## src/common/tmr_defines.svh

```systemverilog
// Constants of the three-channel down-counter timer: bus addresses,
// control word field positions, format and waveform codes, reset values.
// Assumes inclusion by bare name from design and test files.
`ifndef TMR_DEFINES_SVH
`define TMR_DEFINES_SVH

// Address of the control word; addresses 0 to 2 reach the counters.
`define TMR_ADDR_CTRL    2'h3
`define TMR_SEL_ILLEGAL  2'h3

// Control word field positions.
`define TMR_CW_SEL_MSB   7
`define TMR_CW_SEL_LSB   6
`define TMR_CW_RLF_MSB   5
`define TMR_CW_RLF_LSB   4
`define TMR_CW_WSEL_MSB  3
`define TMR_CW_WSEL_LSB  1
`define TMR_CW_BCD       0

// Read/load format codes.
`define TMR_RLF_LATCH    2'h0
`define TMR_RLF_LSB      2'h1
`define TMR_RLF_MSB      2'h2
`define TMR_RLF_WORD     2'h3

// Waveform select codes after folding the don't-care top bit.
`define TMR_MODE_TC      3'h0
`define TMR_MODE_ONESHOT 3'h1
`define TMR_MODE_RATE    3'h2
`define TMR_MODE_SQUARE  3'h3
`define TMR_MODE_SWSTB   3'h4
`define TMR_MODE_HWSTB   3'h5

// Reset values.
`define TMR_CNT_RST      16'h0000
`define TMR_OUT_RST      1'b1
`define TMR_BYTE_RST     8'h00

`endif

```

## src/common/tmr_pkg.sv

```systemverilog
// Types shared by the timer design files.
// Assumes tmr_defines.svh for the numeric constants.
`default_nettype none
package tmr_pkg;

   // One host bus cycle, sampled synchronously with the system clock.
   typedef struct packed {
      logic       cs;
      logic       rd;
      logic       wr;
      logic [1:0] addr;
      logic [7:0] wdata;
   } tmr_bus_s;

   // Sixteen-bit count value.
   typedef logic [15:0] tmr_cnt_t;

   // Counting phase of one channel.
   typedef enum logic [1:0] {
      PH_IDLE,
      PH_LOAD,
      PH_RUN
   } tmr_phase_e;

endpackage
`default_nettype wire

```

## src/logic/tmr_edge.sv

```systemverilog
// Registered level and rising-edge detector for a group of inputs.
// Assumes the inputs are synchronous to i_clk_sys.
`timescale 1ns/1ps
`default_nettype none
module tmr_edge #(
   parameter int W = 3
) (
   input  wire logic         i_clk_sys,
   input  wire logic         i_sys_rst,
   input  wire logic [W-1:0] i_sig,
   output logic      [W-1:0] o_level,
   output logic      [W-1:0] o_rise
);

   // Level and edge come from the same stage so they stay aligned.
   // The level follows the pin during reset, so a pin already high at release
   // is not mistaken for a rising edge.
   always_ff @(posedge i_clk_sys) begin
      if (i_sys_rst) begin
         o_level <= i_sig;
         o_rise  <= '0;
      end else begin
         o_level <= i_sig;
         o_rise  <= i_sig & ~o_level;
      end
   end

endmodule
`default_nettype wire

```

## src/logic/tmr_step.sv

```systemverilog
// Down-step arithmetic for one counter: one and two steps, binary or BCD.
// Purely combinational; assumes a 16-bit count.
`timescale 1ns/1ps
`default_nettype none
module tmr_step
   import tmr_pkg::*;
(
   input  wire tmr_cnt_t i_val,
   input  wire logic     i_bcd,
   output tmr_cnt_t      o_dec1,
   output tmr_cnt_t      o_dec2
);

   // Subtract one; in BCD each decade borrows at zero and wraps 0000 to 9999.
   function automatic tmr_cnt_t dec_one(input tmr_cnt_t v, input logic bcd);
      tmr_cnt_t r;
      logic     borrow;
      r      = v;
      borrow = 1'b1;
      if (bcd) begin
         for (int d = 0; d < 4; d++) begin
            if (borrow) begin
               if (v[d*4 +: 4] == 4'h0) begin
                  r[d*4 +: 4] = 4'h9;
               end else begin
                  r[d*4 +: 4] = v[d*4 +: 4] - 4'h1;
                  borrow      = 1'b0;
               end
            end
         end
      end else begin
         r = v - 16'h0001;
      end
      return r;
   endfunction

   // Square-wave counting steps by two, done as two single steps.
   always_comb begin
      o_dec1 = dec_one(i_val, i_bcd);
      o_dec2 = dec_one(o_dec1, i_bcd);
   end

endmodule
`default_nettype wire

```

## src/logic/tmr_core.sv

```systemverilog
// Three-channel 16-bit down-counter with a byte-wide host port.
// Assumes host bus strobes, count clocks and gates are synchronous to
// i_clk_sys; each strobe is high for one cycle per bus access.
`timescale 1ns/1ps
`default_nettype none
`include "tmr_defines.svh"
module tmr_core
   import tmr_pkg::*;
#(
   parameter int N_CH = 3
) (
   input  wire logic            i_clk_sys,
   input  wire logic            i_sys_rst,
   input  wire tmr_bus_s        i_bus,
   input  wire logic [N_CH-1:0] i_cnt_clk,
   input  wire logic [N_CH-1:0] i_gate,
   output logic      [7:0]      o_rdata,
   output logic                 o_rd_valid,
   output logic      [N_CH-1:0] o_out
);

   logic [N_CH-1:0] tick;
   logic [N_CH-1:0] gate_lvl;
   logic [N_CH-1:0] gate_rise;
   logic [7:0]      rd_byte [N_CH];

   // Count clocks and gates are seen one cycle late, edges and levels alike.
   tmr_edge #(
      .W (N_CH)
   ) u_clk_edge (
      .i_clk_sys (i_clk_sys),
      .i_sys_rst (i_sys_rst),
      .i_sig     (i_cnt_clk),
      .o_level   (),
      .o_rise    (tick)
   );

   tmr_edge #(
      .W (N_CH)
   ) u_gate_edge (
      .i_clk_sys (i_clk_sys),
      .i_sys_rst (i_sys_rst),
      .i_sig     (i_gate),
      .o_level   (gate_lvl),
      .o_rise    (gate_rise)
   );

   // Control word fields, decoded once for all channels.
   logic       cw_wr;
   logic       bus_wr;
   logic       bus_rd;
   logic [1:0] cw_sel;
   logic [1:0] cw_rlf;
   logic [2:0] cw_mode;

   always_comb begin
      bus_wr  = i_bus.cs & i_bus.wr;
      bus_rd  = i_bus.cs & i_bus.rd;
      cw_wr   = bus_wr & (i_bus.addr == `TMR_ADDR_CTRL);
      cw_sel  = i_bus.wdata[`TMR_CW_SEL_MSB:`TMR_CW_SEL_LSB];
      cw_rlf  = i_bus.wdata[`TMR_CW_RLF_MSB:`TMR_CW_RLF_LSB];
      // Codes x10 and x11 both mean rate and square wave.
      cw_mode = i_bus.wdata[`TMR_CW_WSEL_MSB:`TMR_CW_WSEL_LSB];
      if (cw_mode[1]) begin
         cw_mode = {1'b0, cw_mode[1:0]};
      end
   end

   for (genvar ch = 0; ch < N_CH; ch++) begin : g_ch
      logic [2:0] mode_r;
      logic [1:0] rlf_r;
      logic       bcd_r;
      tmr_cnt_t   cr_r;
      logic [7:0] lsb_hold_r;
      logic       wr_msb_r;
      tmr_cnt_t   ce_r;
      tmr_phase_e ph_r;
      logic       out_r;
      logic       trig_r;
      logic       fired_r;
      logic       extra_r;
      tmr_cnt_t   ol_r;
      logic       latched_r;
      logic       rd_msb_r;
      tmr_cnt_t   dec1;
      tmr_cnt_t   dec2;
      tmr_cnt_t   half_ld;
      tmr_cnt_t   src;
      logic       cw_set;
      logic       latch_cmd;
      logic       dw;
      logic       cnt_done;
      logic       lsb_stop;
      logic       rd_hit;
      logic       gate_ok;

      tmr_step u_step (
         .i_val  (ce_r),
         .i_bcd  (bcd_r),
         .o_dec1 (dec1),
         .o_dec2 (dec2)
      );

      // Per-channel access decode; counter select 11 matches no channel.
      always_comb begin
         cw_set    = cw_wr & (cw_sel == 2'(ch)) & (cw_rlf != `TMR_RLF_LATCH);
         latch_cmd = cw_wr & (cw_sel == 2'(ch)) & (cw_rlf == `TMR_RLF_LATCH);
         dw        = bus_wr & (i_bus.addr == 2'(ch));
         rd_hit    = bus_rd & (i_bus.addr == 2'(ch));
         // A word load is complete only with its high byte.
         cnt_done  = dw & ((rlf_r != `TMR_RLF_WORD) | wr_msb_r);
         lsb_stop  = dw & (rlf_r == `TMR_RLF_WORD) & ~wr_msb_r
                     & (mode_r == `TMR_MODE_TC);
         // Square wave counts an even value; odd counts add a tick high.
         half_ld   = {cr_r[15:1], 1'b0};
         // Gate level matters only outside the edge-triggered modes.
         gate_ok   = gate_lvl[ch] | (mode_r == `TMR_MODE_ONESHOT)
                     | (mode_r == `TMR_MODE_HWSTB);
         src       = latched_r ? ol_r : ce_r;
      end

      // Programming: control word fields and the count register.
      always_ff @(posedge i_clk_sys) begin
         if (i_sys_rst) begin
            mode_r     <= `TMR_MODE_TC;
            rlf_r      <= `TMR_RLF_WORD;
            bcd_r      <= 1'b0;
            cr_r       <= `TMR_CNT_RST;
            lsb_hold_r <= `TMR_BYTE_RST;
            wr_msb_r   <= 1'b0;
         end else if (cw_set) begin
            mode_r   <= cw_mode;
            rlf_r    <= cw_rlf;
            bcd_r    <= i_bus.wdata[`TMR_CW_BCD];
            wr_msb_r <= 1'b0;
         end else if (dw) begin
            case (rlf_r)
               `TMR_RLF_LSB: cr_r <= {8'h00, i_bus.wdata};
               `TMR_RLF_MSB: cr_r <= {i_bus.wdata, 8'h00};
               default: begin
                  // The low byte waits so a running count never sees half a value.
                  if (wr_msb_r) begin
                     cr_r <= {i_bus.wdata, lsb_hold_r};
                  end else begin
                     lsb_hold_r <= i_bus.wdata;
                  end
                  wr_msb_r <= ~wr_msb_r;
               end
            endcase
         end
      end

      // Gate rising edges wait for the next count clock; a new edge wins.
      always_ff @(posedge i_clk_sys) begin
         if (i_sys_rst | cw_set) begin
            trig_r <= 1'b0;
         end else begin
            trig_r <= (trig_r & ~tick[ch]) | gate_rise[ch];
         end
      end

      // Counting element, phase and output waveform.
      always_ff @(posedge i_clk_sys) begin
         if (i_sys_rst) begin
            ph_r    <= PH_IDLE;
            ce_r    <= `TMR_CNT_RST;
            out_r   <= `TMR_OUT_RST;
            fired_r <= 1'b0;
            extra_r <= 1'b0;
         end else if (cw_set) begin
            // Programming clears the count; only terminal-count mode starts low.
            ph_r    <= PH_IDLE;
            ce_r    <= `TMR_CNT_RST;
            out_r   <= (cw_mode != `TMR_MODE_TC);
            fired_r <= 1'b0;
            extra_r <= 1'b0;
         end else if (lsb_stop) begin
            ph_r <= PH_IDLE;
         end else if (cnt_done) begin
            case (mode_r)
               `TMR_MODE_TC: begin
                  out_r <= 1'b0;
                  ph_r  <= PH_LOAD;
               end
               `TMR_MODE_SWSTB: begin
                  out_r   <= 1'b1;
                  fired_r <= 1'b0;
                  ph_r    <= PH_LOAD;
               end
               `TMR_MODE_RATE, `TMR_MODE_SQUARE: begin
                  // A running count picks up the new value at its next reload.
                  if (ph_r == PH_IDLE) begin
                     ph_r <= PH_LOAD;
                  end
               end
               default: begin
                  // One-shot and hardware strobe wait for a gate trigger.
               end
            endcase
         end else if (tick[ch]) begin
            case (ph_r)
               PH_LOAD: begin
                  if (gate_lvl[ch] | ((mode_r != `TMR_MODE_RATE)
                                      & (mode_r != `TMR_MODE_SQUARE))) begin
                     ce_r    <= (mode_r == `TMR_MODE_SQUARE) ? half_ld : cr_r;
                     ph_r    <= PH_RUN;
                     extra_r <= 1'b0;
                  end
               end
               PH_IDLE: begin
                  if (trig_r & ((mode_r == `TMR_MODE_ONESHOT)
                                | (mode_r == `TMR_MODE_HWSTB))) begin
                     ce_r    <= cr_r;
                     ph_r    <= PH_RUN;
                     fired_r <= 1'b0;
                     if (mode_r == `TMR_MODE_ONESHOT) begin
                        out_r <= 1'b0;
                     end
                  end
               end
               PH_RUN: begin
                  if (trig_r & (mode_r != `TMR_MODE_TC)) begin
                     // Edge retrigger or gate-return restart from the set value.
                     ce_r    <= (mode_r == `TMR_MODE_SQUARE) ? half_ld : cr_r;
                     fired_r <= 1'b0;
                     extra_r <= 1'b0;
                     out_r   <= (mode_r != `TMR_MODE_ONESHOT);
                  end else if (gate_ok) begin
                     case (mode_r)
                        `TMR_MODE_TC, `TMR_MODE_ONESHOT: begin
                           ce_r <= dec1;
                           if (ce_r == 16'h0001) begin
                              out_r <= 1'b1;
                           end
                        end
                        `TMR_MODE_RATE: begin
                           if (ce_r == 16'h0001) begin
                              ce_r  <= cr_r;
                              out_r <= 1'b1;
                           end else begin
                              ce_r <= dec1;
                              if (ce_r == 16'h0002) begin
                                 out_r <= 1'b0;
                              end
                           end
                        end
                        `TMR_MODE_SQUARE: begin
                           if (ce_r == 16'h0002) begin
                              if (out_r & cr_r[0] & ~extra_r) begin
                                 extra_r <= 1'b1;
                              end else begin
                                 out_r   <= ~out_r;
                                 ce_r    <= half_ld;
                                 extra_r <= 1'b0;
                              end
                           end else begin
                              ce_r <= dec2;
                           end
                        end
                        default: begin
                           // Strobe modes: low one tick as the count reaches zero,
                           // one tick after where the rate generator goes low.
                           ce_r <= dec1;
                           if (!out_r) begin
                              out_r <= 1'b1;
                           end else if ((ce_r == 16'h0001) & ~fired_r) begin
                              out_r   <= 1'b0;
                              fired_r <= 1'b1;
                           end
                        end
                     endcase
                  end
               end
               default: begin
                  ph_r <= PH_IDLE;
               end
            endcase
         end
         // A low gate forces the periodic outputs high at once.
         if (!cw_set && !i_sys_rst && !gate_lvl[ch]
             && ((mode_r == `TMR_MODE_RATE) || (mode_r == `TMR_MODE_SQUARE))) begin
            out_r <= 1'b1;
         end
      end

      // Read-back: latch on command, then steer bytes by the read format.
      always_ff @(posedge i_clk_sys) begin
         if (i_sys_rst | cw_set) begin
            ol_r      <= `TMR_CNT_RST;
            latched_r <= 1'b0;
            rd_msb_r  <= 1'b0;
         end else if (latch_cmd) begin
            // A second latch before the first is read keeps the older value.
            if (!latched_r) begin
               ol_r      <= ce_r;
               latched_r <= 1'b1;
            end
            rd_msb_r <= 1'b0;
         end else if (rd_hit) begin
            if (rlf_r == `TMR_RLF_WORD) begin
               rd_msb_r <= ~rd_msb_r;
            end
            if ((rlf_r != `TMR_RLF_WORD) | rd_msb_r) begin
               latched_r <= 1'b0;
            end
         end
      end

      // Byte offered to the host; direct reads are only exact when frozen.
      always_comb begin
         case (rlf_r)
            `TMR_RLF_MSB:  rd_byte[ch] = src[15:8];
            `TMR_RLF_WORD: rd_byte[ch] = rd_msb_r ? src[15:8] : src[7:0];
            default:       rd_byte[ch] = src[7:0];
         endcase
      end

      assign o_out[ch] = out_r;
   end

   // Host read data, registered; the control word address reads as zero.
   always_ff @(posedge i_clk_sys) begin
      if (i_sys_rst) begin
         o_rdata    <= `TMR_BYTE_RST;
         o_rd_valid <= 1'b0;
      end else begin
         o_rd_valid <= bus_rd;
         if (bus_rd) begin
            if (i_bus.addr < 2'(N_CH)) begin
               o_rdata <= rd_byte[i_bus.addr];
            end else begin
               o_rdata <= `TMR_BYTE_RST;
            end
         end
      end
   end

endmodule
`default_nettype wire

```

## config.mk

```make
export PLATFORM = sky130hd
export DESIGN_NAME = tmr_core
export DESIGN_NICKNAME = d
export VERILOG_FILES = /design/src/common/tmr_pkg.sv /design/src/logic/tmr_edge.sv /design/src/logic/tmr_step.sv /design/src/logic/tmr_core.sv
export VERILOG_INCLUDE_DIRS = /design/src /design/src/common
export SDC_FILE = /design/constraint.sdc
export NUM_CORES = 1
export LEC_CHECK = 0
export BUFFER_PORTS_ARGS = -buffer_cell sky130_fd_sc_hd__buf_2
export CELL_PAD_IN_SITES_DETAIL_PLACEMENT = 1
export CELL_PAD_IN_SITES_GLOBAL_PLACEMENT = 2
export CORE_ASPECT_RATIO = 1.75
export CORE_MARGIN = 2
export CORE_UTILIZATION = 34
export CTS_CLUSTER_DIAMETER = 100
export DETAILED_ROUTE_END_ITERATION = 12
export GPL_TIMING_DRIVEN = 0
export PLACE_DENSITY = 0.85
export REMOVE_ABC_BUFFERS = 1
export SLEW_MARGIN = 15
export SYNTH_ARGS = -nofsm -noshare
export SYNTH_HDL_FRONTEND = slang
export SYNTH_SLANG_ARGS = --single-unit
```

## constraint.sdc

```tcl
create_clock -name i_clk_sys -period 3.3 [get_ports i_clk_sys]
set_input_delay 0.495 -clock i_clk_sys [delete_from_list [all_inputs] [get_ports i_clk_sys]]
set_output_delay 0.495 -clock i_clk_sys [all_outputs]
set_load 0.01 [all_outputs]
```

==> summary by stage, run 1 <==
Drt
In the routed layout, each cell is associated on average with a via count of 6.19. Once detail routing completed, the nets flagged for antenna violations numbered 0. The first routing iteration left 978 violations. For this block, the routed nets add up to 60900 µm of wire.

The average routed wire per standard cell is 23.1 µm. In the routed design, unresolved DRC markers number 0. The routed layout has 16300 vias.

The iteration count of the initial detailed-routing pass is 4.

Pwr
The power per standard cell area is 360 nW/µm². The peak supply drop is 0.285 mV. The static leakage power is 0.00580 µW.

Synth
The post-synthesis cell type with the largest combined area is sky130_fd_sc_hd__dfxtp_1. The register area share after synthesis is 30.1%. The count of flip-flops with a built-in enable after synthesis is 0. The number of unique standard cell types used by synthesis is 83.

In the synthesized netlist the dominant register cell turns out to be sky130_fd_sc_hd__dfxtp_1. Synthesis handed over a netlist of 2114 instances. The proportion of register bits with asynchronous set or reset after synthesis is 0%.

Each instance of the synthesized netlist takes up on average 7.37 µm². The commonest cells after synthesis are 249 x sky130_fd_sc_hd__nand2_1, 241 x sky130_fd_sc_hd__nor2_1, 234 x sky130_fd_sc_hd__dfxtp_1, 166 x sky130_fd_sc_hd__a21oi_1, 160 x sky130_fd_sc_hd__clkbuf_1. The most common cell in the synthesized netlist is sky130_fd_sc_hd__nand2_1. In this run, synthesis produced a sequential element count of 234.

In this run the biggest area consumer among cell types represents 30.1% of the synthesized area. The mapped netlist covers 15600 µm². By area the synthesized netlist is led by sky130_fd_sc_hd__dfxtp_1 30%, sky130_fd_sc_hd__nand2_1 6.0%, sky130_fd_sc_hd__mux2i_1 5.8%, sky130_fd_sc_hd__nor2_1 5.8%, sky130_fd_sc_hd__a21oi_1 5.3%. The Yosys step of the flow raised 0 warnings.

Clock tree
CTS saw 234 sinks. The clock root buffer master is sky130_fd_sc_hd__clkbuf_16. The number of hold buffers added after CTS was 0. The clock tree from TritonCTS is yes. The clock insertion delay at the later pin of the skew report is 570 ps. Counting the buffers created by CTS gives 26.

The maximum clock path buffer count is 3. The H-tree depth reported by CTS is 1. After clock tree synthesis, the clock-pin slew on the worst setup and hold paths is 70 ps.

Floorplanning
From bottom edge to top edge, the die measures 287 µm. The area enclosed by the die boundary is 47600 µm². The I/O pin count is 33. The area of the core is 45200 µm². From left edge to right edge, the die measures 166 µm. Once the floorplan was initialized, standard cells occupied 34.4% of the core. After floorplanning, the core was divided into 103 placement rows.

Timing
Setup repair after global routing could not meet its margin everywhere. The clock period minus worst slack is 3210 ps. The worst clock skew is 31.9 ps. The fmax is 0.312 GHz. For the pin with the worst max-slew slack, the measured transition is 1110 ps. The hold violation count in the final report is 0. The period utilization is 97.2%. The final max-slew violation count came to 0.

Headroom to the max-slew limit came out at 25.5%. Setup violations remaining at the end of the flow were counted as 0. The worst hold slack across all endpoints is 54.2 ps.

Setup path
The maximum net fanout on the critical path is 17. The critical-path cell with the highest stage delay is sky130_fd_sc_hd__or3_1. The startpoint of the worst-slack reg-to-reg timing path is g_ch[2].ce_r[0].

The kind of end point of the critical path is a register. The required time of the critical path is 3730 ps. The category of cells accounting for the largest share of critical-path delay is simple AND/OR/NAND/NOR gates.

The critical path is of the reg -> reg type. The destination of the worst register-to-register timing path is g_ch[2].ce_r[15]. The signal on the critical path passes through inv_2 > ha_4 > nor3b_4 > nand3_1 > mux2_2 > mux2_2 > or3_1 > or4_1 > nand4_1 > a31oi_1. The worst register-to-register path has a setup slack of 90 ps. Counting both buffers and inverters, the worst setup path holds a total of 1. The largest single stage delay on the critical path is 490 ps. The element type at the critical path start is a register. For the worst flop-to-flop path, the logic depth is 10. The arrival time of the worst setup path is 3640 ps. The cell repeated most along the worst path is sky130_fd_sc_hd__mux2_2.

Finish
The register cell area after layout is 4720 µm². The multi-input combinational cells in the finished layout cover a total of 10600 µm². The layout has 5483 filler cells. The final core area utilization is 38.8%. The area growth from synthesis to layout is 12.8%. Excluding fillers, the count of instances in the completed layout stands at 2636. The antenna diode count is 0. At the end of the flow, the number of nets in the layout was 2084.

The finished cells cover 17600 µm². The fraction of layout instances using a drive strength above 1 is 12.6%.

Outcome
The run finished with clean final reports.

Global routing
The number of antenna violations at the first check in global routing is 0. The number of global-route vias before repair came to 17300. Global routing used 2.40% of the available met3 tracks. Entering global routing, the biggest net connects 80 pins. For this run, global-route usage on met2 was measured as 48.7%. The total overflow left after global routing is 0. The global routing usage summed across all routing layers is 25.0%. The first global-routing pass estimated 95900 µm of wire.

After global routing, the most crowded layer is met2. For this run, global-route usage on met1 was measured as 24.0%.

Place
Routability-driven placement finished with a final weighted congestion of 0.930. Summing all placed instances gives a cell area of 16000 µm². The placed wire-length estimate is 45100 µm. During placement, the flow inserted port buffers numbering 32. In this run, placement finished with an instance count of 2561.

Worst hold path
The path with the worst hold slack has its endpoint at u_gate_edge.o_level[0]. The path type of the worst min-delay path is in -> reg. The startpoint of the tightest hold check path is i_gate[0]. Counting instances, the worst hold path has a depth of 1.

Job
The reported max-cap violation count is 0.
where the power goes:
| part | internal [µW] | leakage (µW) | switching (µW) |
|---|---|---|---|
| combinational | 86.5 | 0.00346 | 221 |
| clock | 1830 | 0.000436 | 1300 |
| sequential | 2850 | 0.00190 | 30.6 |
| total | 4770 | 0.00580 | 1550 |
stage by stage:
step	setup slack [ps]	setup TNS, ps	total power [µW]
floorplan	133	0	3080
global placement	-914	-55120	3230
detailed placement	-867	-16360	3240
CTS	20.8	0	6400
global route	-33.2	-39.7	6530
finish	93.1	0	6320
cell usage in the layout (no fill, tap or decap), types with 23 or more instances in the layout:
cell                        count
sky130_fd_sc_hd__xnor2_1       27
sky130_fd_sc_hd__nand2_1      247
sky130_fd_sc_hd__buf_4         29
sky130_fd_sc_hd__a22oi_1       31
sky130_fd_sc_hd__mux2_2        24
sky130_fd_sc_hd__nor3_1        75
sky130_fd_sc_hd__mux2i_1       88
sky130_fd_sc_hd__a211oi_1      36
sky130_fd_sc_hd__nand4_1       28
sky130_fd_sc_hd__buf_2         34
sky130_fd_sc_hd__dfxtp_1      217
sky130_fd_sc_hd__o21ai_0      125
sky130_fd_sc_hd__nand2b_1      25
sky130_fd_sc_hd__nand3_1       61
sky130_fd_sc_hd__a31oi_1       23
sky130_fd_sc_hd__inv_1         49
sky130_fd_sc_hd__a221oi_1      26
sky130_fd_sc_hd__a21oi_1      163
sky130_fd_sc_hd__nor2_1       233
sky130_fd_sc_hd__clkbuf_16     26
metal layers:
layer | wire length, µm | up-vias
li1 | - | 7592
met1 | 21500 | 8089
met2 | 33000 | 398
met3 | 1730 | 241
met4 | 4690 | 0
met5 | 0 | -
area by class of cell:
cell class	count	area share, %
clock buffers	31	3.98
clock inverters	16	1.17
inverters	53	1.13
multi-input cells	1656	60.0
flip-flops and latches	234	26.8
well taps	577	4.11
repair buffers	69	2.73
worst max path at each step:
stage / slack [ps] / startpoint / to / depth (start not counted)
after floorplan: 130 / g_ch[2].ce_r[0] / g_ch[2].ce_r[12] / 10
after global placement: -910 / g_ch[1].ce_r[0] / g_ch[1].ce_r[8] / 7
after detailed placement: -870 / g_ch[0].bcd_r / g_ch[0].ce_r[14] / 8
after CTS: 20 / g_ch[1].ce_r[1] / g_ch[1].ce_r[6] / 10
after global routing: -30 / g_ch[1].ce_r[2] / g_ch[1].ce_r[12] / 9
final: 90 / g_ch[2].ce_r[0] / g_ch[2].ce_r[15] / 10
kinds of logic after synthesis:
kind of cell / after synthesis / synth area share, %
and+or+nand+nor: 874 / 27.4
muxes: 115 / 7.58
AOI/OAI and AO/OA: 601 / 25.3
adders and majority gates: 23 / 1.85
xor gates and xnor gates: 43 / 2.42
buffers and inverters: 224 / 5.48
DFF: 234 / 30.1
timing repair:
item / 4_1_cts / 5_1_grt
setup endpoints to repair: 40 / 29
pin swaps: 6 / 9
resized for setup: 68 / 44
buffers inserted: 14 / 14
state kept, by name, indices dropped and copies added (netlist names), 6 cells and up:
| name | count |
|---|---|
| g_ch.ce_r | 48 |
| g_ch.rlf_r | 6 |
| g_ch.lsb_hold_r | 24 |
| g_ch.ph_r | 6 |
| g_ch.cr_r | 48 |
| o_rdata | 8 |
| g_ch.mode_r | 9 |
| g_ch.ol_r | 48 |
Power figures use the tool's default switching activity.
==> inputs of run 2 (changes only) <==
Settings changed: CELL_PAD_IN_SITES_DETAIL_PLACEMENT 1 to not set, CELL_PAD_IN_SITES_GLOBAL_PLACEMENT 2 to not set, CORE_UTILIZATION 34 to 58, PLACE_DENSITY 0.85 to 0.86.
==> summary by stage, run 2 (same netlist as run 1, synthesis figures left out) <==
Pwr
The static leakage power is 0.00567 µW (-2.3%). The peak supply drop was 0.401 mV (+41%). The power per standard cell area is 349 nW/µm² (-2.9%).

Timing
Setup repair after global routing could not meet its margin everywhere. The final max-slew violation count came to 0 (unchanged). The worst relative slew slack is 22.5% (-2.9 points).

The clock period minus worst slack was 3280 ps (+75.3 ps). The worst clock skew is 23.9 ps (-7.99 ps). The total negative slack for setup checks came to 0 ps (unchanged). The worst setup margin is 17.7 ps (-75.3 ps). The hold violation count in the final report came to 0 (unchanged). The worst hold slack across all endpoints is 78.0 ps (+23.8 ps).

The measured slew at the worst slew-check pin is 1160 ps (+43.9 ps). The setup violation total in the final timing report is 0 (unchanged). The fmax was 0.305 GHz (-2.3%). The period utilization came to 99.5% (+2.3 points).

Setup path
The arrival time of the worst setup path is 3710 ps (+70 ps). The cell depth of the worst flop-to-flop path is 10 (unchanged). The setup slack of the worst register-to-register path was 20 ps (-80 ps).

The maximum net fanout on the critical path is 12 (-5). In this run the critical register-to-register path is captured at g_ch[0].ce_r[12]. By startpoint and endpoint, the worst setup path is classified as reg -> reg. The slowest stage of the critical path belongs to the cell sky130_fd_sc_hd__a2111o_1. The required time of the critical path is 3730 ps (about the same). STA classifies the critical path startpoint as a register. The delay of the slowest cell on the worst path was 440 ps (-50 ps). The kind of end point of the critical path is a register. Walking the worst path, the cells encountered are inv_1 > ha_2 > nand2_2 > a2111o_1 > a22o_1 > nor4_4 > buf_4 > nand4_4 > a211o_1 > a311oi_1. The startpoint identified for the worst register-to-register timing path is g_ch[0].ce_r[1].

Floorplanning
The area enclosed by the die boundary was 28200 µm² (-41%). The die height is 221 µm (-23%). The I/O pin count came to 33 (unchanged).

The starting density of the core came to 58.8% (+24 points). The area of the core is 26500 µm² (-41%). The chip width is 128 µm (-23%). The standard-cell row count came to 79 (-23%).

Drt
The via total after detailed routing is 16700 (+2.2%). The average routed wire per standard cell is 22.2 µm (-4.1%). The overall routed net length is 52500 µm (-14%). The remaining number of nets flagged by the antenna check after routing came to 0 (unchanged). The first-iteration detailed-routing DRC count came to 1611 (+65%).

The iteration count of the initial detailed-routing pass is 9 (+5). The DRC violations left is 0 (unchanged). The via count normalized by instance count came to 7.04 (+14%).

Worst hold path
The path class of the tightest hold or removal check is in -> reg. In this run the most critical hold path is launched from i_cnt_clk[1]. The instance count along the most critical hold path is 1 (unchanged).

The worst hold path terminates at u_clk_edge.o_level[1].

Clock tree
The maximum clock path buffer count is 3 (unchanged). The tree is rooted in a sky130_fd_sc_hd__clkbuf_16. The sink count of the clock tree is 234 (unchanged).

TritonCTS built the clock tree. The TritonCTS buffer count came to 23 (-12%). The H-tree depth reported by CTS is 1 (unchanged).

The clock insertion delay at the later pin of the skew report came to 550 ps (-20 ps). The count of hold-fix buffers inserted at cts was 0 (unchanged). The clock transition at the registers of the reported paths is 70 ps (about the same).

Finish
The number of filler instances in the final layout was 2299 (-58%). Compared with the post-synthesis result, the final layout area differs by 9.07%. The largest registers in the layout are g_ch.ce_r (48), g_ch.cr_r (48), g_ch.ol_r (48). The final net count was 2078 (-0.29%). The library cells used most frequently in the layout, excluding fill and tap cells, are 248 x sky130_fd_sc_hd__nand2_1, 233 x sky130_fd_sc_hd__nor2_1, 223 x sky130_fd_sc_hd__dfxtp_1, 163 x sky130_fd_sc_hd__a21oi_1, 125 x sky130_fd_sc_hd__o21ai_0.

The fraction of layout instances using a drive strength above 1 is 11.5% (-1.1 points). The antenna diode count was 0 (unchanged). The most common library cell in the layout ignoring fill and taps is sky130_fd_sc_hd__nand2_1.

Global routing
The number of antenna violations at the first check in global routing was 3 (+3). The total global routing overflow is 0 (unchanged). The global routing usage summed across all routing layers is 35.4% (+10 points). The number of global-route vias before repair is 15800 (-8.9%). The global-route wire length before repair is 81200 µm (-15%). The pin count of the biggest net entering global routing was 86 (+7.5%).

Place
The placed wire-length estimate is 36400 µm (-19%). The global placement routability congestion came to 1.04 (+12%). The worst slack at placement is -643 ps (+224 ps).

The count of buffers from port buffering is 32 (unchanged).

Outcome
The run finished with clean final reports.

Job
The reported max-cap violation count is 0 (unchanged).
run 2: cell types whose count changed in the layout (fill, tap and decap cells not counted), moves of 2 or more:
cell / delta
sky130_fd_sc_hd__buf_4: +2
sky130_fd_sc_hd__nor3_4: -2
sky130_fd_sc_hd__dfxtp_4: -3
sky130_fd_sc_hd__buf_2: -3
sky130_fd_sc_hd__dfxtp_1: +6
sky130_fd_sc_hd__clkinv_2: -3
sky130_fd_sc_hd__clkbuf_16: -3
sky130_fd_sc_hd__a2111oi_1: +2
sky130_fd_sc_hd__nor4_2: +2
sky130_fd_sc_hd__dfxtp_2: -3
run 2: worst max path at each step:
stage / startpoint / endpoint / slack, ps / cells after the start
after detailed placement: g_ch[0].bcd_r / g_ch[0].ce_r[13] / -640 / 8
after global routing: g_ch[0].ce_r[1] / g_ch[0].ce_r[12] / -70 / 10
final: g_ch[0].ce_r[1] / g_ch[0].ce_r[12] / 20 / 10
after global placement: g_ch[1].ce_r[0] / g_ch[1].ce_r[15] / -670 / 8
after CTS: g_ch[1].ce_r[1] / g_ch[1].ce_r[11] / 8 / 10
after floorplan: g_ch[2].ce_r[0] / g_ch[2].ce_r[12] / 130 / 10
run 2: final cells by class:
| type | instances | area, µm² | area share [%] |
|---|---|---|---|
| Multi-Input combinational cell | 1656 | 10500 | 61.7 |
| Sequential cell | 234 | 4700 | 27.7 |
| Clock buffer | 27 | 611 | 3.59 |
| Timing Repair Buffer | 66 | 449 | 2.64 |
| Tap cell | 324 | 405 | 2.39 |
| Inverter | 53 | 199 | 1.17 |
| Clock inverter | 11 | 145 | 0.854 |
run 2: through the flow:
| stage | std cells | power (µW) | utilization, % | area, µm² |
|---|---|---|---|---|
| final | 2371 | 5930 | 64.2 | 17000 |
| after global routing | 2371 | 6070 | 64.2 | 17000 |
| after CTS | 2354 | 5920 | 62.8 | 16600 |
| after detailed placement | 2306 | 3220 | 58.9 | 15600 |
| after global placement | 2299 | 3210 | 58.5 | 15500 |
| after floorplan | 1943 | 3080 | - | 14900 |
run 2: report_power, final:
part | switching [µW] | internal (µW)
registers | 30.4 | 2850
clock network | 1200 | 1560
logic | 213 | 86.2
run 2: per-layer routing:
layer | track usage (%) | wire length, µm | vias up
li1 | - | - | 7565
met1 | 36.1 | 17500 | 7759
met3 | 5.78 | 4020 | 371
met2 | 62.4 | 25800 | 984
met4 | 28.8 | 5170 | 6
met5 | 0 | 36 | -
run 2: critical path: cells and delay by family, from the launching register on:
family,cells,cell delay [ps]
compound gates,4,1360
fa+ha+maj,1,400
buf+inv,2,420
flops,1,410
simple gates,3,580
run 2: what timing repair did:
| item | CTS | global route |
|---|---|---|
| setup endpoints to repair | 35 | 33 |
| buffers inserted | 10 | 17 |
| gates cloned | 0 | 0 |
| resized for setup | 47 | 45 |
| pin swaps | 4 | 9 |
| hold endpoints to repair | 0 | 0 |
==> inputs of run 3 (changes only) <==
Settings changed: CORE_ASPECT_RATIO 1.75 to 0.6, CORE_UTILIZATION 58 to 32, PLACE_DENSITY 0.86 to 0.56.
==> summary by stage, run 3 (same netlist as run 1, synthesis figures left out) <==
Outcome
The run finished with clean final reports.

Pwr
The peak supply drop was 0.374 mV (-6.6%). The power per standard cell area is 348 nW/µm² (-0.23%). The static leakage power is 0.00574 µW (+1.3%).

Clock tree
The clock transition at the registers of the reported paths is 70 ps (about the same). The cell sitting at the root of the clock tree is a sky130_fd_sc_hd__clkbuf_16. The clock insertion delay at the later pin of the skew report was 560 ps (about the same). The H-tree depth reported by CTS came to 1 (unchanged). The maximum clock path buffer count is 3 (unchanged). TritonCTS built the clock tree. The TritonCTS buffer count is 26 (+13%). The sink count of the clock tree is 234 (unchanged).

Timing
The measured slew at the worst slew-check pin is 1230 ps (+68.7 ps). The worst relative slew slack was 17.9% (-4.6 points). The total negative slack for setup checks was 0 ps (unchanged). The fmax is 0.312 GHz (+2.4%). The clock period minus worst slack is 3200 ps (-77.4 ps). The worst setup margin was 95.1 ps (+77.4 ps). The worst clock skew was 22.0 ps (-1.97 ps).

The hold violation count in the final report is 0 (unchanged). The final max-slew violation count came to 0 (unchanged). The setup violation total in the final timing report is 0 (unchanged).

The worst hold slack across all endpoints is 62.1 ps (-15.9 ps). The period utilization is 97.1% (-2.3 points).

Drt
The average routed wire per standard cell is 20.7 µm (-6.6%). The via total after detailed routing is 16400 (-2.0%). The via count normalized by instance count is 6.06 (-14%). The first-iteration detailed-routing DRC count is 1987 (+23%). The remaining number of nets flagged by the antenna check after routing is 0 (unchanged).

The overall routed net length is 55900 µm (+6.4%). The iteration count of the initial detailed-routing pass is 5 (-4). The DRC violations left is 0 (unchanged).

Finish
The final net count is 2083 (+0.24%). The largest registers in the layout are g_ch.ce_r (48), g_ch.cr_r (48), g_ch.ol_r (48). The final core area utilization was 36.6% (-28 points). Relative to the synthesized area, the layout overhead comes to 12.7%.

Leaving out fill and tap cells, the most frequent cells in the layout are 247 x sky130_fd_sc_hd__nand2_1, 235 x sky130_fd_sc_hd__nor2_1, 217 x sky130_fd_sc_hd__dfxtp_1, 162 x sky130_fd_sc_hd__a21oi_1, 125 x sky130_fd_sc_hd__o21ai_0. The fraction of layout instances using a drive strength above 1 was 12.2% (+0.76 points). The library cell used most frequently in the layout, excluding fill and tap cells, is sky130_fd_sc_hd__nand2_1. The summed area of non-filler cells in the final layout came to 17600 µm² (+3.3%).

Place
The placed instance area is 16000 µm² (+2.4%). The count of buffers from port buffering came to 32 (unchanged). The placed wire-length estimate came to 39200 µm (+7.8%). The global placement routability congestion is 0.913 (-12%). The worst slack at placement was -879 ps (-236 ps).

Setup path
The arrival time of the worst setup path is 3630 ps (-80 ps). The cell depth of the worst flop-to-flop path came to 8 (-2). The worst setup path is captured at a register. The required time of the critical path is 3720 ps (about the same). The element type at the critical path start is a register.

The maximum net fanout on the critical path came to 12 (unchanged). The critical path class is reg -> reg.

Floorplanning
The die height was 175 µm (-21%). The starting density of the core is 32.5% (-26 points). The chip width is 289 µm (+130%). The standard-cell row count is 62 (-22%).

The area of the core came to 47900 µm² (+81%). The area enclosed by the die boundary is 50500 µm² (+79%). The I/O pin count is 33 (unchanged).

Job
The reported max-cap violation count is 0 (unchanged).

Global routing
The total global routing overflow is 0 (unchanged). The number of antenna violations at the first check in global routing came to 1 (-2). The number of global-route vias before repair is 14600 (-7.4%). The global routing usage summed across all routing layers came to 21.4% (-14 points). The global-route wire length before repair was 86300 µm (+6.3%). The pin count of the biggest net entering global routing is 69 (-20%).

Worst hold path
In this run the worst hold path is classified as in -> reg. The instance count along the most critical hold path was 1 (unchanged).
run 3: area by class of cell:
| type | count | area (µm²) |
|---|---|---|
| multi-input cells | 1657 | 10600 |
| diodes | 1 | 2.50 |
| inverters | 53 | 199 |
| flip-flops and latches | 234 | 4710 |
| clock inverters | 13 | 93.8 |
| clock buffers | 35 | 746 |
| well taps | 640 | 801 |
| repair buffers | 67 | 448 |
| fillers | 5007 | 30400 |
run 3: per-stage QoR:
stage          power [µW]  cells
4_1_cts              6170   2686
3_3_place_gp         3230   2615
5_1_grt              6300   2700
6_report             6120   2700
3_5_place_dp         3240   2621
2_1_floorplan        3080   1943
run 3: metal layers:
metal	GRT usage, %	vias to the layer above	part of all wire, %
met4	3.82	0	1.7
met1	34.4	7815	50
met3	6.02	77	11
met2	27.4	855	38
met5	0	-	0
li1	-	7605	-
run 3: final timing paths:
path                          from                     to  slack (ps)
min                   i_cnt_clk[1]  u_clk_edge.o_level[1]          60
max reg2reg       g_ch[0].ce_r[10]       g_ch[0].ce_r[14]         100
min reg2reg  u_clk_edge.o_level[2]   u_clk_edge.o_rise[2]         390
max               g_ch[0].ce_r[10]       g_ch[0].ce_r[14]         100
run 3: worst max-delay path, cell delays in order, from the launching register on:
cell and delay [ps]:
sky130_fd_sc_hd__dfxtp_1 450, sky130_fd_sc_hd__or4_1 790, sky130_fd_sc_hd__nor3_2 290, sky130_fd_sc_hd__nand3_1 280, sky130_fd_sc_hd__a21oi_2 330, sky130_fd_sc_hd__nor2_1 190, sky130_fd_sc_hd__a221oi_1 450, sky130_fd_sc_hd__o21a_1 190
sky130_fd_sc_hd__a221oi_1 80
run 3: repair_timing:
action,in CTS,in global routing
gates resized for setup,49,63
cloned,0,1
hold buffers,0,0
endpoints found under the setup margin,40,33
pin swaps,4,9
buffers inserted,17,12
run 3: power by group:
part	leakage (µW)	switching [µW]	internal [µW]	total (µW)
sequential	0.00190	31.0	2850	2880
combinational	0.00343	221	86.8	308
clock	0.000409	1320	1600	2930
